--- src/include/dpram_pkg.sv ---
// package of timing constants and enumerations for the dual-port memory port controller
package dpram_pkg;
   // clock period in picoseconds (125 MHz)
   localparam int CLK_PS = 8000;
   // write pulse width, ns (least)
   localparam int T_WRITE_PULSE_NS = 20;
   // output-off delay after write enable, ns
   localparam int T_OUT_OFF_NS = 15;
   // data set-up to end of write, ns (least)
   localparam int T_DATA_SETUP_NS = 15;
   // write hold after busy release, ns (least)
   localparam int T_HOLD_BUSY_NS = 17;
   // semaphore write to read time, ns (least)
   localparam int T_SEM_W2R_NS = 5;
   // read data delay from access start, ns (longest wait the host allows)
   localparam int T_READ_NS = 25;
   // busy release to valid data, ns
   localparam int T_BUSY_DATA_NS = 30;
   // least times rounded up to cycles, never below one
   function automatic int cyc_up(input int ns);
      int c;
      c = (ns * 1000 + CLK_PS - 1) / CLK_PS;
      return (c < 1) ? 1 : c;
   endfunction : cyc_up
   localparam int WP_CYC = cyc_up(T_WRITE_PULSE_NS);
   localparam int WPOE_CYC = cyc_up(T_OUT_OFF_NS + T_DATA_SETUP_NS);
   localparam int WH_CYC = cyc_up(T_HOLD_BUSY_NS);
   localparam int SW2R_CYC = cyc_up(T_SEM_W2R_NS);
   localparam int RD_CYC = cyc_up(T_READ_NS);
   localparam int BD_CYC = cyc_up(T_BUSY_DATA_NS);
   localparam int CNT_W = 4;
   // host command codes
   localparam logic [1:0] CMD_MEM_RD = 2'h0;
   localparam logic [1:0] CMD_MEM_WR = 2'h1;
   localparam logic [1:0] CMD_SEM_RD = 2'h2;
   localparam logic [1:0] CMD_SEM_WR = 2'h3;
   // controller states
   typedef enum logic [2:0] {
      DP_IDLE,
      DP_SETUP,
      DP_PULSE,
      DP_HOLD,
      DP_READ,
      DP_RECOV
   } dp_state_t;
endpackage : dpram_pkg

--- src/logic/dp_host.sv ---
// host-side controller driving one port of an asynchronous dual-port memory
//
// Functional notes
// RULE_01: address changes only while write strobe, select, or both byte enables are high.
// RULE_02: device writes during overlap of byte enable, select and write strobe low.
// RULE_03: host drives write data only after device outputs turned off.
// RULE_04: device keeps outputs off when select falls with or after strobe.
// RULE_05: strobe pulse is max of pulse width or off-delay plus set-up when output enabled.
// RULE_06: memory or semaphore select condition holds through the whole access.
// RULE_07: semaphore read returns flag on every data pin.
// RULE_08: select stays high through semaphore write and read-back.
// RULE_09: near-simultaneous semaphore requests may be granted to either side.
// RULE_10: master asserts busy on address match, releases when match ends.
// RULE_11: master asserts busy after select falls on match, releases after select rises.
// RULE_12: earlier port wins arbitration given priority set-up lead.
// RULE_13: slave busy input inhibits writes; presented no later than write start.
// RULE_14: host holds write asserted at least write-hold time after busy release.
// RULE_15: written data reaches opposite port within port-to-port limits.
// RULE_16: blocked reader sees valid data within busy-release-to-data limit.
// RULE_17: losing port's write is blocked until its busy returns high.
// RULE_18: semaphore writes are deterministic only if ends are a window apart.
// RULE_19: busy asserted only on the losing port.
// RULE_20: left and right ports behave identically.
`timescale 1ns/1ps
module dp_host
   import dpram_pkg::*;
#(
   parameter int ADDR_W = 13,
   parameter int DATA_W = 16
) (
   // clock and reset
   input wire logic clk,
   input wire logic sys_rst,
   // user command port
   input wire logic cmd_valid,
   input wire logic [1:0] cmd_op,
   input wire logic [ADDR_W-1:0] cmd_addr,
   input wire logic [DATA_W-1:0] cmd_wdata,
   input wire logic [1:0] cmd_byte_en,
   output logic cmd_ready,
   output logic rsp_valid,
   output logic [DATA_W-1:0] rsp_rdata,
   // memory port pins
   output logic [ADDR_W-1:0] mem_addr,
   output logic chip_select_n,
   output logic read_write_n,
   output logic output_enable_n,
   output logic upper_byte_enable_n,
   output logic lower_byte_enable_n,
   output logic semaphore_select_n,
   input wire logic [DATA_W-1:0] data_in,
   output logic [DATA_W-1:0] data_out,
   output logic data_oe,
   input wire logic busy_n
);
   typedef struct packed {
      dp_state_t st;
      logic [CNT_W-1:0] cnt;
      logic [1:0] op;
      logic [ADDR_W-1:0] addr;
      logic cs_n;
      logic rw_n;
      logic oe_n;
      logic ub_n;
      logic lb_n;
      logic sem_n;
      logic [DATA_W-1:0] dout;
      logic doe;
      logic rdy;
      logic rv;
      logic [DATA_W-1:0] rd;
   } dp_host_state_t;

   dp_host_state_t s_q, s_d;
   logic is_wr, is_sem;
   assign is_wr = s_q.op[0];
   assign is_sem = s_q.op[1];
   // byte enables captured with the command, read by the sequencer below
   logic [1:0] cmd_en_q;

   // next-state logic for the port sequencer
   always_comb begin
      s_d = s_q;
      s_d.rv = 1'b0;
      unique case (s_q.st)
         DP_IDLE: begin
            s_d.rdy = 1'b1;
            if (cmd_valid && s_q.rdy) begin
               // address is moved only while every strobe is high [RULE_01]
               s_d.rdy = 1'b0;
               s_d.op = cmd_op;
               s_d.addr = cmd_addr;
               s_d.dout = cmd_wdata;
               s_d.st = DP_SETUP;
            end
         end
         DP_SETUP: begin
            // memory: select and the requested byte enables low; semaphore: select and byte enables high [RULE_06] [RULE_08]
            s_d.sem_n = ~is_sem;
            s_d.cs_n = is_sem;
            s_d.ub_n = is_sem | ~cmd_en_q[1];
            s_d.lb_n = is_sem | ~cmd_en_q[0];
            // output enable kept high on writes so the short pulse suffices [RULE_05]
            s_d.oe_n = is_wr;
            // strobe falls with select, so device outputs stay off [RULE_04] [RULE_03]
            s_d.rw_n = ~is_wr;
            s_d.doe = is_wr;
            s_d.cnt = is_wr ? CNT_W'(WP_CYC) : CNT_W'(RD_CYC);
            s_d.st = is_wr ? DP_PULSE : DP_READ;
         end
         DP_PULSE: begin
            // busy low blocks a memory write; its pulse counts only once busy is high [RULE_13] [RULE_17]
            if (!busy_n && !is_sem) begin
               s_d.cnt = CNT_W'(WH_CYC);
            end else if (s_q.cnt > CNT_W'(1)) begin
               s_d.cnt = s_q.cnt - CNT_W'(1);
            end else begin
               // end of write: strobe rises, hold time after busy met [RULE_14] [RULE_02]
               s_d.rw_n = 1'b1;
               s_d.cs_n = 1'b1;
               s_d.ub_n = 1'b1;
               s_d.lb_n = 1'b1;
               s_d.sem_n = 1'b1;
               s_d.st = DP_HOLD;
            end
         end
         DP_HOLD: begin
            // data held one cycle past the write end, then released
            s_d.doe = 1'b0;
            s_d.cnt = CNT_W'(SW2R_CYC);
            s_d.rv = 1'b1;
            s_d.st = DP_RECOV;
         end
         DP_READ: begin
            // a blocked reader waits the busy-to-data limit after release [RULE_16]
            if (!busy_n && !is_sem) begin
               s_d.cnt = CNT_W'(BD_CYC);
            end else if (s_q.cnt > CNT_W'(1)) begin
               s_d.cnt = s_q.cnt - CNT_W'(1);
            end else begin
               // semaphore flag appears on every data bit; bit 0 taken [RULE_07]
               s_d.rd = is_sem ? {DATA_W{data_in[0]}} : data_in;
               s_d.rv = 1'b1;
               s_d.cs_n = 1'b1;
               s_d.ub_n = 1'b1;
               s_d.lb_n = 1'b1;
               s_d.sem_n = 1'b1;
               s_d.oe_n = 1'b1;
               s_d.cnt = CNT_W'(SW2R_CYC);
               s_d.st = DP_RECOV;
            end
         end
         DP_RECOV: begin
            // recovery gap keeps semaphore write-to-read spacing [RULE_18]
            if (s_q.cnt > CNT_W'(1)) begin
               s_d.cnt = s_q.cnt - CNT_W'(1);
            end else begin
               s_d.rdy = 1'b1;
               s_d.st = DP_IDLE;
            end
         end
         default: s_d.st = DP_IDLE;
      endcase
   end

   // byte enable capture at command take
   always_ff @(posedge clk or posedge sys_rst) begin
      if (sys_rst) begin
         cmd_en_q <= 2'h0;
      end else if (s_q.st == DP_IDLE && cmd_valid && s_q.rdy) begin
         cmd_en_q <= cmd_byte_en;
      end
   end

   // state register
   always_ff @(posedge clk or posedge sys_rst) begin
      if (sys_rst) begin
         s_q <= '0;
         s_q.st <= DP_IDLE;
         s_q.cs_n <= 1'b1;
         s_q.rw_n <= 1'b1;
         s_q.oe_n <= 1'b1;
         s_q.ub_n <= 1'b1;
         s_q.lb_n <= 1'b1;
         s_q.sem_n <= 1'b1;
      end else begin
         s_q <= s_d;
      end
   end

   // outputs straight from the state register
   assign cmd_ready = s_q.rdy;
   assign rsp_valid = s_q.rv;
   assign rsp_rdata = s_q.rd;
   assign mem_addr = s_q.addr;
   assign chip_select_n = s_q.cs_n;
   assign read_write_n = s_q.rw_n;
   assign output_enable_n = s_q.oe_n;
   assign upper_byte_enable_n = s_q.ub_n;
   assign lower_byte_enable_n = s_q.lb_n;
   assign semaphore_select_n = s_q.sem_n;
   assign data_out = s_q.dout;
   assign data_oe = s_q.doe;

   // address stable while write strobe and select are both low
   chk_addr_stable: assert property (@(posedge clk) disable iff (sys_rst)
      (!read_write_n && !chip_select_n) |=> $stable(mem_addr))
      else $error("address moved during write"); // [RULE_01]
   // write data driven only while output enable high
   chk_data_oe_off: assert property (@(posedge clk) disable iff (sys_rst)
      data_oe |-> output_enable_n)
      else $error("data driven against device outputs"); // [RULE_03]
   // semaphore access keeps select high
   chk_sem_sel: assert property (@(posedge clk) disable iff (sys_rst)
      !semaphore_select_n |-> chip_select_n)
      else $error("semaphore with select low"); // [RULE_06]
   // write pulse lasts at least the pulse count
   chk_pulse_width: assert property (@(posedge clk) disable iff (sys_rst)
      $fell(read_write_n) |-> !read_write_n [*3])
      else $error("write pulse too short"); // [RULE_05]
   // strobe never rises while busy low on memory write
   chk_busy_hold: assert property (@(posedge clk) disable iff (sys_rst)
      (!read_write_n && !chip_select_n && !busy_n) |=> !read_write_n)
      else $error("write ended during busy"); // [RULE_17]
   // strobe held past busy release
   chk_hold_after: assert property (@(posedge clk) disable iff (sys_rst)
      (!read_write_n && $rose(busy_n)) |-> !read_write_n [*3])
      else $error("hold after busy too short"); // [RULE_14]
   // every response lasts a single cycle
   chk_rsp_pulse: assert property (@(posedge clk) disable iff (sys_rst)
      rsp_valid |=> !rsp_valid)
      else $error("response longer than a cycle"); // [RULE_02]
   // semaphore read returns uniform word
   chk_sem_word: assert property (@(posedge clk) disable iff (sys_rst)
      (rsp_valid && s_q.op == CMD_SEM_RD) |->
         ((rsp_rdata == '0 || rsp_rdata == '1) && !$past(semaphore_select_n)))
      else $error("semaphore word not uniform"); // [RULE_07]
   cov_mem_wr: cover property (@(posedge clk) $fell(read_write_n) && semaphore_select_n);
   cov_sem_wr: cover property (@(posedge clk) $fell(read_write_n) && !semaphore_select_n);
   cov_busy_wait: cover property (@(posedge clk) !read_write_n && !busy_n);
endmodule : dp_host

--- config.mk ---
export PLATFORM = sky130hd
export DESIGN_NAME = dp_host
export DESIGN_NICKNAME = d
export VERILOG_FILES = /design/src/include/dpram_pkg.sv /design/src/logic/dp_host.sv
export SDC_FILE = /design/constraint.sdc
export NUM_CORES = 1
export LEC_CHECK = 0
export BUFFER_PORTS_ARGS = -buffer_cell sky130_fd_sc_hd__buf_2
export CORE_UTILIZATION = 46
export DETAILED_ROUTE_END_ITERATION = 10
export PLACE_DENSITY_LB_ADDON = 0.3
export SLEW_MARGIN = 20
export SYNTH_ARGS = -nofsm -noshare
export SYNTH_HDL_FRONTEND = slang
export SYNTH_SLANG_ARGS = --single-unit
--- constraint.sdc ---
create_clock -name clk -period 1.68 [get_ports clk]
set_clock_uncertainty 0.15 [all_clocks]
set_input_delay 0.084 -clock clk [delete_from_list [all_inputs] [get_ports clk]]
set_output_delay 0.084 -clock clk [all_outputs]
set_load 0.01 [all_outputs]
Word level (Yosys, flattened, before mapping)

Cells that the tools add are included.

Register bits: 65
Logic and storage cells: 90
Output and inout bits: 54
Input bits: 53

Add/subtract/negate cells: 1
Equal/unequal tests: 11
Multiplexer cells: 33
Magnitude comparators: 1
Reductions and logical operators: 20
Bitwise gates (word level): 8

Operators by type and width:

| kind                  | count |
|---|---|
| $mux W17              | 2 |
| $mux W3               | 10 |
| $mux W4               | 6 |
| $pmux W4 S5           | 1 |
| $pmux W3 S6           | 1 |
| $mux W16              | 1 |
| $ne A2 B2 Y1 const B  | 6 |
| $pmux W1 S2           | 5 |
| $pmux W3 S3           | 1 |
| $reduce_and A3 Y1     | 3 |
| $reduce_bool A2 Y1    | 4 |
| $eq A3 B2 Y1 const B  | 2 |
| $eq A3 B3 Y1 const B  | 2 |
| $not A1 Y1            | 6 |
| $reduce_and A6 Y1     | 1 |
| $reduce_and A5 Y1     | 1 |
| $reduce_bool A5 Y1    | 1 |
| $gt A4 B1 Y1 const B  | 1 |
| $logic_and A1 B1 Y1   | 4 |
| $mux W2               | 2 |
| $reduce_and A2 Y1     | 2 |
| $sub A4 B1 Y4 const B | 1 |
| $eq A3 B1 Y1 const B  | 1 |
| $logic_not A3 Y1      | 1 |
| other kinds (5)       | 9 |

Depth between registers and ports, before layout

Gate-level depths: netlist of the first run.

Depth after elaboration: 4
Mapped depth: 7
Gate-level depth less buffers: 6

Worst setup path before layout of the first run

Ideal clock, no wire load.

Kind: register -> register
Start: register s_q[56] (netlist bit)
End: register s_q[57] (netlist bit)
Buffers on the path: 0
Arrival time: 1.515 ns
Slack: -0.072 ns
Setup time: 0.087 ns
Data required time: 1.443 ns
Cell stages (with the launch flop): 7
Clock period less this slack: 1.752 ns
Cell sequence: dfrtp_1 inv_1 ha_1 nor2_1 nor2_1 or3_1 a22oi_1

Cells in the longest elaborated chain, start to end: 4
Elaborated cells between the ends (all ways): 7
Those cells by class: add/sub (1); order compare (1); mux (5)

RTL lines:

| element                                              | line                                           | RTL |
|---|---|---|
| from (decl)                                          | dp_host.sv:74                                  | `dp_host_state_t s_q, s_d;` |
| $sub A4 B1 Y4 / $gt A4 B1 Y1 (equally long branches) | n/a                                            |  |
| $mux W4, on equally long branches                    | dp_host.sv:138, dp_host.sv:115, dp_host.sv:155 |  |
| $mux W4, on equally long branches                    | dp_host.sv:136, dp_host.sv:113                 |  |
| $pmux W4 S5 (*)                                      | dp_host.sv:85                                  | `unique case (s_q.st)` |

Every way passes the cells marked *; elsewhere a longest branch is shown, timed or not.
A chain may end at the register's enable or synchronous reset.

Worst setup path after layout of the first run

Start: register s_q[56] (netlist bit)
End: register s_q, in the netlist rsp_rdata[1]

Cells in the longest elaborated chain, start to end: 3

RTL lines:

| element                            | line           | RTL |
|---|---|---|
| $gt A4 B1 Y1                       | dp_host.sv:138 | `end else if (s_q.cnt > CNT_W'(1)) begin` |
| $not A1 Y1 (no source line)        | n/a            |  |
| $reduce_and A3 Y1 (no source line) | n/a            |  |

No other way between the ends.

==> results.ini, run 1 <==
[status]
status = finished, violations left
violations = negative setup slack

[pwr]
p_sw_w = 0.00345
p_leak_nw = 2.15
irDropWorstVdd_v = 0.000944
p_per_area_nw_per_um2 = 1980
seqPwrFrac = 0.316
pwr-share-clk = 0.174
power_frac_comb = 0.510
netSwitchingFraction = 0.371
internal-power_w = 0.00585

[sta]
setup_viol_count_final = 23
slew_violations = 0
setup_slack_ns = -0.128
min_period_ns = 1.81
grt_setup_unrepaired = yes
min_period_over_period = 1.08
tightest_slew_ns = 0.524
hold_viol = 0
fmax_ghz = 0.553
slew_headroom = 0.650

[global_route]
antenna_found_initial = 0
grt_pass1_vias = 2511
grt_pass1_wl_um = 12000
grt_max_degree = 40
grt-ovfl-total = 0
grtUsageTotal = 0.211

[cells_and_area]
diodes = 0
syn_to_final_growth_pct = 44.6
multi_input_area_um2 = 1310
final_nets = 492
layout_commonest_cell = buf_2
fin_util = 0.691
layout-drive-gt1-share = 0.524
final_cell_mix = buf_2, dfrtp_1, dlygate4sd3_1
seqCellArea_um2 = 1640
fill_cells = 500

[drt]
wl_per_cell_um = 15.3
drt_first_pass_iters = 4
routed_wl_um = 8210
drt-initial-drc-count = 112
vias_per_cell = 4.92
vias = 2644
drtAntennaViolNets = 0
drc_errors = 0

[place]
dpl.hpwl_um = 4810
portBuffers = 106
place_congestion = 0.985
place_worst_setup_slack_ns = -0.0842

[synth]
syn_inst = 292
muxShareOfSynthArea = 0.121
syn_nets = 348
async_flop_share = 1.00
synth-edff-count = 0
synthFlopType = dfrtp_1
yosys.cell_types.count = 45
synth_xor_area_frac = 0
synth_simple_gate_area_frac = 0.120
synth_top_area_cell = dfrtp_1
synthAdderAreaFrac = 0.0116
synth-compound-area-share = 0.109
synth_top_family_by_area = buffers and inverters
synth-seq-cells = 65
synth_top_cell_area_share = 0.455
syn_area_um2 = 3250
ys_seq_area_frac = 0.503
ys_top_cells_by_area = dfrtp_1, mux2_2, buf_4
synth.avg_cell_area_um2 = 11.1
synth_warnings = 0

[worst_setup_path]
crit_chain = inv_2, ha_4, nor2_4, nor4_4, buf_6, clkbuf_16, nor2_1, a31oi_1
path_delay_family = buffers and inverters
start_kind = flip-flop
critPathSlowestCell = dfrtp_1
crit_buf_inv = 3
critPathMaxStageDelay_ns = 0.43
critical_path_class = reg2reg
end_kind = flip-flop
required_ns = 1.78
worstPathArrival_ns = 1.90
r2r_setup_slack_ns = -0.13
cp_max_fo = 8

[clocking]
cts.sinks = 65
cts_max_level = 3
cts_buffers = 9
root_buffer = clkbuf_8
clock_latency_ns = 0.35
cts.path.max_buffers = 2
cts_tree = yes
cts.clk_slew.worst_paths_ns = 0.07

[floorplanning]
num_rows = 30
die_w_um = 86
die_y_um = 86
io_pins = 107
initial_utilization = 0.478
core_area_um2 = 6790
fp.dieArea_um2 = 7400

[hold_path]
hp-class = in2reg

[run]
max_cap_violations = 0

-- timing repair --
action                                  4_1_cts  5_1_grt
endpoints found under the setup margin       24       60
resized for setup                             7       30
hold buffers                                 50        0
pin swaps                                     5        4
buffers inserted                              0        5
hold endpoints to repair                    108        0
cloned                                        0        2
-- path summary, 6_finish.rpt --
path / cells past startpoint / to / startpoint
hold reg to reg: 1 / lower_byte_enable_n / cmd_en_q[0]
setup / recovery: 8 / rsp_rdata[1] / s_q[56]
hold / removal: 4 / s_q[60] / busy_n
max in group asynchronous: 4 / s_q[61] / sys_rst
setup reg to reg: 8 / rsp_rdata[1] / s_q[56]
min in group asynchronous: 4 / mem_addr[6] / sys_rst
-- cell families (layout without fill, tap and decap cells) --
logic type | after synthesis | after routing
buf+inv | 65 | 214
mux | 35 | 35
compound gates | 52 | 52
fa+ha+maj | 3 | 3
flops | 65 | 65
simple gates | 72 | 72
-- stage by stage --
step                total power (W)  std cells  hold WS, ns  area, um2  setup TNS (ns)
global route                0.00987        537        0.105       4690           -2.73
floorplan                   0.00611        292       0.0695       3260               0
global placement            0.00689        464       0.0342       3730         -0.0543
finish                      0.00931        537       0.0640       4690           -1.10
detailed placement          0.00698        464       0.0459       3730          -0.456
CTS                         0.00878        530       0.0679       4490          -0.142
-- Yosys cell counts, types with 2 or more instances --
library cell   n
nand2b_1      19
nor3_1         3
a2bb2oi_1      3
dfrtp_1       59
buf_2          7
nand3b_1       2
nand4_1        2
o21ai_0        6
nor2_1        26
nand3_1        2
o22ai_1        2
buf_6          2
a31oi_1       16
inv_1          7
a21oi_1        7
dfstp_2        6
ha_1           3
or3_1          2
nand2_1        8
mux2_2        34
clkbuf_1       3
buf_4         46
a211oi_1       2
a22oi_1        2
o22a_1         2
a22o_1         2
-- worst min-delay path: stages --
cell and delay (ns):
buf_2 0.14, or2_2 0.12, a21oi_1 0.06, o21ai_1 0.11
-- power groups by stage --
stage                     clock network, W  logic, W  registers (W)
after detailed placement                 0   0.00410        0.00288
after floorplan                          0   0.00330        0.00281
after CTS                          0.00166   0.00425        0.00287
final                              0.00162   0.00475        0.00294
after global routing               0.00173   0.00513        0.00302
after global placement                   0   0.00404        0.00285
-- flip-flops by register name (all words and copies together), names as in the netlist --
signal               count
output_enable_n          1
rsp_rdata               16
cmd_en_q                 2
read_write_n             1
lower_byte_enable_n      1
data_out                16
semaphore_select_n       1
cmd_ready                1
rsp_valid                1
data_oe                  1
is_sem                   1
chip_select_n            1
s_q                      7
mem_addr                13
is_wr                    1
upper_byte_enable_n      1
-- cell type report --
| class | count | area share |
|---|---|---|
| clock buffer | 10 | 0.0272 |
| clock inverter | 6 | 0.0245 |
| inverter | 7 | 0.00640 |
| multi-input combinational | 162 | 0.278 |
| sequential | 65 | 0.349 |
| tap | 96 | 0.0256 |
| timing repair buffer | 191 | 0.289 |
-- metal layers --
layer | vias up | track usage | part of all wire
met4 | 0 | 0.0727 | 0.019
met5 | - | 0 | 0
met3 | 16 | 0.0500 | 0.043
met2 | 84 | 0.353 | 0.51
met1 | 1278 | 0.268 | 0.42
li1 | 1266 | - | -
Note: power is estimated with default switching activity, not from simulation.
==> run 2: changes to the inputs <==
--- a/config.mk
+++ b/config.mk
@@ -5,9 +5,9 @@
 export SDC_FILE = /design/constraint.sdc
 export NUM_CORES = 1
 export LEC_CHECK = 0
-export BUFFER_PORTS_ARGS = -buffer_cell sky130_fd_sc_hd__buf_2
-export CORE_UTILIZATION = 46
+export CORE_UTILIZATION = 48
 export DETAILED_ROUTE_END_ITERATION = 10
+export DONT_BUFFER_PORTS = 1
 export PLACE_DENSITY_LB_ADDON = 0.3
 export SLEW_MARGIN = 20
 export SYNTH_ARGS = -nofsm -noshare
==> run 2 against run 1 <==
Net effect:
- the flow finishes with violations (design-rule violations, negative setup slack)
- flip-flop and latch count is the same
- combinational power fell by 22%
- critical path depth did not move
- final cell count fell by 24%
- register-to-register slack hardly changed
- wire length is 12% lower
- clock power fell by 17%
==> results.ini, run 2 (synthesized netlist as in run 1, its figures left out) <==
[status]
status = finished, violations left
violations = design-rule violations, negative setup slack

[sta]
setup_slack_ns = -0.116  ; +0.0117 ns
fmax_ghz = 0.557  ; +0.65%
grt_setup_unrepaired = yes
min_period_over_period = 1.07  ; -0.00699
slew_headroom = 0.644  ; -0.00553
min_period_ns = 1.80  ; -0.0117 ns
hold_viol = 0  ; unchanged
hold_ws_ns = 0.0109  ; -0.0530 ns
tightest_slew_ns = 0.532  ; +0.00827 ns
slew_violations = 0  ; unchanged
setup_viol_count_final = 23  ; unchanged

[worst_setup_path]
worstPathArrival_ns = 1.89  ; about the same
end_kind = flip-flop
critical_path_class = reg2reg
start_kind = flip-flop
reg2regPathDepth = 8  ; unchanged
required_ns = 1.77  ; about the same
cp_max_fo = 8  ; unchanged

[floorplanning]
core_area_um2 = 6420  ; -5.5%
die_y_um = 84.2  ; -2.1%
die_w_um = 84.2  ; -2.1%
fp.dieArea_um2 = 7090  ; -4.1%
num_rows = 29  ; -3.3%
io_pins = 107  ; unchanged
initial_utilization = 0.505  ; +0.0276

[cells_and_area]
diodes = 0  ; unchanged
syn_to_final_growth_pct = 26.9
fin_area_um2 = 4120  ; -12%
final_cell_mix = dfrtp_1, dlygate4sd3_1, mux2_2
fin_util = 0.641  ; -0.0496
layout_commonest_cell = dfrtp_1
fill_cells = 489  ; -2.2%
final_nets = 383  ; -22%
layout-drive-gt1-share = 0.370  ; -0.153

[clocking]
root_buffer = clkbuf_8
cts.sinks = 65  ; unchanged
cts_max_level = 3  ; unchanged
cts_buffers = 9  ; unchanged
cts.path.max_buffers = 2  ; unchanged
cts.clk_slew.worst_paths_ns = 0.08  ; about the same
cts_tree = yes
clock_latency_ns = 0.34  ; about the same

[drt]
drt_first_pass_iters = 8  ; +4
wl_met1_um = 3060  ; -12%
wl_per_cell_um = 17.6  ; +15%
drc_errors = 20  ; +20
wl_met2_um = 3590  ; -15%
routed_wl_um = 7190  ; -12%
drtAntennaViolNets = 0  ; unchanged
vias = 2287  ; -14%
vias_per_cell = 5.59  ; +14%
route.met3.wl_um = 450  ; +28%
topRoutingLayerUsed = met4
drt-initial-drc-count = 94  ; -16%

[run]
max_cap_violations = 0  ; unchanged

[global_route]
grt-ovfl-total = 0  ; unchanged
grt_pass1_wl_um = 11400  ; -4.9%
antenna_found_initial = 0  ; unchanged
grt_pass1_vias = 2375  ; -5.4%
grtUsageTotal = 0.205  ; -0.00586
grt_max_degree = 66  ; +65%

[place]
place_area_um2 = 3180  ; -15%
place_congestion = 0.903  ; -8.4%
portBuffers = 0  ; -100%
dpl.hpwl_um = 4250  ; -12%

[pwr]
irDropWorstVdd_v = 0.00108  ; +15%
p_per_area_nw_per_um2 = 2050  ; +3.6%
p_leak_nw = 1.72  ; -20%

[hold_path]
holdPathStages = 4  ; unchanged
hp-class = in2reg

## run 2: layer usage
| layer | vias up | GRT usage |
|---|---|---|
| li1 | 1057 | - |
| met1 | 1140 | 0.256 |
| met2 | 81 | 0.343 |
| met3 | 9 | 0.0649 |
| met4 | 0 | 0.0611 |
| met5 | - | 0 |
## run 2: final cells by class
type	instances	area [um2]	share of cell area
repair buffers	82	827	0.201
inverters	7	30.0	0.00729
well taps	77	96.3	0.0234
multi-input cells	162	1320	0.321
flip-flops and latches	65	1640	0.398
clock inverters	6	66.3	0.0161
clock buffers	10	138	0.0334
## run 2: final timing paths
path                        startpoint                  end  slack, ns
max                            s_q[56]         rsp_rdata[9]      -0.12
min                             busy_n              s_q[59]       0.01
max reg2reg                    s_q[56]         rsp_rdata[9]      -0.12
min reg2reg                cmd_en_q[0]  lower_byte_enable_n       0.27
max in group asynchronous      sys_rst      output_enable_n       0.90
min in group asynchronous      sys_rst          mem_addr[9]       0.17
## run 2: metrics by stage
step | setup TNS, ns | setup WS (ns) | instances | total power (W)
finish | -1.25 | -0.116 | 409 | 0.00846
global route | -3.10 | -0.160 | 409 | 0.00901
CTS | -0.393 | -0.0302 | 406 | 0.00799
detailed placement | -0.864 | -0.0601 | 338 | 0.00641
global placement | -0.0331 | -0.0166 | 338 | 0.00634
floorplan | 0 | 0.0206 | 292 | 0.00611
## run 2: repair_timing
action,CTS,global route
setup buffers,1,2
gates resized for setup,12,33
pin swaps,4,8
hold buffers,51,0
endpoints found under the setup margin,26,47
gates cloned,0,2
endpoints found under the hold margin,115,0
## run 2: where the power goes
group / switching, W / total [W] / internal, W / leakage (nW)
Combinational: 0.00168 / 0.00371 / 0.00203 / 0.856
Clock: 0.000623 / 0.00135 / 0.000731 / 0.107
Sequential: 0.000988 / 0.00340 / 0.00241 / 0.756
## run 2: worst max-delay path, stage by stage, from the launching register on
cell and delay [ns]:
dfrtp_1 0.44, inv_2 0.11, ha_4 0.16, nor2_4 0.05
nor4_4 0.27, buf_6 0.16, clkbuf_16 0.18, nor2_4 0.04
a31oi_1 0.16
==> run 3: changes to the inputs <==
--- a/config.mk
+++ b/config.mk
@@ -5,7 +5,7 @@
 export SDC_FILE = /design/constraint.sdc
 export NUM_CORES = 1
 export LEC_CHECK = 0
-export CORE_UTILIZATION = 48
+export CORE_UTILIZATION = 30
 export DETAILED_ROUTE_END_ITERATION = 10
 export DONT_BUFFER_PORTS = 1
 export PLACE_DENSITY_LB_ADDON = 0.3
==> run 3 against run 2 <==
Net effect:
- the flow finishes with violations (negative setup slack)
- global-route usage down 6.5 points
- die area increased by 58%
- critical path depth is 2 lower
- non-clock buffer count up 8
- sequential share of layout area fell by 0.19 points
- clock power rose by 7%
- first-iteration DRC count grew 51%
- core utilization fell by 24 points
- highest routed layer unchanged
==> results.ini, run 3 (synthesized netlist as in run 1, its figures left out) <==
[status]
status = finished, violations left
violations = negative setup slack

[floorplanning]
die_y_um = 106  ; +26%
fp.dieArea_um2 = 11200  ; +58%
die_w_um = 106  ; +26%
io_pins = 107  ; unchanged
num_rows = 37  ; +28%
initial_utilization = 0.312  ; -0.194
core_area_um2 = 10400  ; +62%

[global_route]
grtUsageTotal = 0.140  ; -0.0655
grt_max_degree = 32  ; -52%
grt-ovfl-total = 0  ; unchanged
grt_pass1_vias = 2450  ; +3.2%
grt_pass1_wl_um = 12000  ; +5.8%
antenna_found_initial = 0  ; unchanged

[sta]
min_period_ns = 1.71  ; -0.0811 ns
fmax_ghz = 0.583  ; +4.7%
setup_slack_ns = -0.0349  ; +0.0811 ns
setup_viol_count_final = 5  ; -78%
hold_viol = 0  ; unchanged
slew_headroom = 0.622  ; -0.0224
grt_setup_unrepaired = yes
tightest_slew_ns = 0.566  ; +0.0337 ns
tns_ns = -0.0722  ; +1.18 ns
min_period_over_period = 1.02  ; -0.0483
slew_violations = 0  ; unchanged

[worst_setup_path]
endpoint = rsp_rdata[0]
reg2reg_to = rsp_rdata[0]
r2r_start = s_q[56]
worstPathArrival_ns = 1.80  ; -0.09 ns
r2r_setup_slack_ns = -0.03  ; +0.08 ns
end_kind = flip-flop
required_ns = 1.76  ; about the same
critical_path_class = reg2reg
reg2regPathDepth = 6  ; -2
cp_max_fo = 3  ; -5
crit_start = s_q[56]
start_kind = flip-flop

[clocking]
root_buffer = clkbuf_8
cts.sinks = 65  ; unchanged
cts_max_level = 3  ; unchanged
cts.path.max_buffers = 2  ; unchanged
cts.clk_slew.worst_paths_ns = 0.08  ; about the same
clock_latency_ns = 0.35  ; about the same
cts_buffers = 9  ; unchanged
cts_tree = yes

[pwr]
p_leak_nw = 1.73  ; +0.55%
irDropWorstVdd_v = 0.000624  ; -42%
p_per_area_nw_per_um2 = 2020  ; -1.8%

[drt]
drtAntennaViolNets = 0  ; unchanged
wl_per_cell_um = 16.0  ; -8.7%
drc_errors = 0  ; -100%
drt_first_pass_iters = 4  ; -4
routed_wl_um = 7620  ; +6.0%
vias_per_cell = 4.83  ; -14%
vias = 2295  ; +0.35%
drt-initial-drc-count = 142  ; +51%

[place]
dpl.hpwl_um = 4940  ; +16%
place_congestion = 0.852  ; -5.6%
place_worst_setup_slack_ns = -0.107  ; -0.0465 ns
portBuffers = 0  ; unchanged

[cells_and_area]
layout-drive-gt1-share = 0.351  ; -0.0194
final_cell_mix = dfrtp_1, dlygate4sd3_1, mux2_2, buf_4, nor2_1
layout_commonest_cell = dfrtp_1
syn_to_final_growth_pct = 27.6
final_nets = 391  ; +2.1%
diodes = 0  ; unchanged

[hold_path]
hp-class = in2reg

[run]
max_cap_violations = 0  ; unchanged

run 3: cell types whose count changed in the layout (fill, tap and decap cells not counted), sizes merged:
| cell | delta |
|---|---|
| buf | +8 |
| inv | -1 |
| dlygate4sd3 | +1 |
| bufinv | +1 |
| clkinvlp | +1 |
| clkinv | -2 |
| clkbuf | -1 |
run 3: layout make-up:
| cell class | instances | area, um2 |
|---|---|---|
| multi-input combinational | 162 | 1250 |
| clock inverter | 5 | 81.3 |
| fill | 999 | 6280 |
| tap | 136 | 170 |
| sequential | 65 | 1640 |
| timing repair buffer | 90 | 845 |
| clock buffer | 10 | 128 |
| inverter | 7 | 30.0 |
run 3: worst min path at each step:
stage,depth (start not counted),slack [ns],end,start
final,4,0.05,s_q[58],busy_n
after global routing,4,0.1,s_q[58],busy_n
after detailed placement,1,-0.10,rsp_rdata[10],sys_rst
after CTS,4,0.02,s_q[58],busy_n
after global placement,1,-0.10,rsp_rdata[10],sys_rst
after floorplan,1,0.07,cmd_en_q[0],sys_rst
run 3: timing repair:
item | in CTS | in global routing
hold buffers | 52 | 0
cloned | 0 | 0
buffers inserted | 5 | 4
setup endpoints to repair | 50 | 61
hold endpoints to repair | 112 | 0
gates resized for setup | 12 | 10
pin swaps | 5 | 3
run 3: power breakdown:
part | switching [W] | total (W) | internal [W] | leakage [nW]
logic | 0.00161 | 0.00353 | 0.00192 | 0.871
clock network | 0.000623 | 0.00145 | 0.000828 | 0.102
registers | 0.000959 | 0.00337 | 0.00241 | 0.755
run 3: per-stage QoR:
| step | hold slack (ns) | instances | power (W) | instance area (um2) | utilization |
|---|---|---|---|---|---|
| after global routing | 0.0979 | 475 | 0.00893 | 4140 | 0.397 |
| final | 0.0523 | 475 | 0.00835 | 4140 | 0.397 |
| after CTS | 0.0248 | 471 | 0.00825 | 4080 | 0.391 |
| after global placement | -0.103 | 399 | 0.00640 | 3270 | 0.314 |
| after detailed placement | -0.102 | 399 | 0.00645 | 3270 | 0.314 |
| after floorplan | 0.0695 | 292 | 0.00611 | 3260 | - |
run 3: layer usage:
layer / GRT usage / vias to the layer above / part of all wire
li1: - / 1065 / -
met2: 0.244 / 88 / 0.50
met3: 0.0460 / 14 / 0.074
met1: 0.156 / 1128 / 0.41
met5: 0 / - / 0
met4: 0.0565 / 0 / 0.019
run 3: worst max-delay path: stages, from the launching register on:
cell and delay [ns]:
dfrtp_1 0.41, inv_2 0.07, ha_4 0.17, or2_4 0.25, nand4_1 0.13, buf_4 0.14, mux2_4 0.29
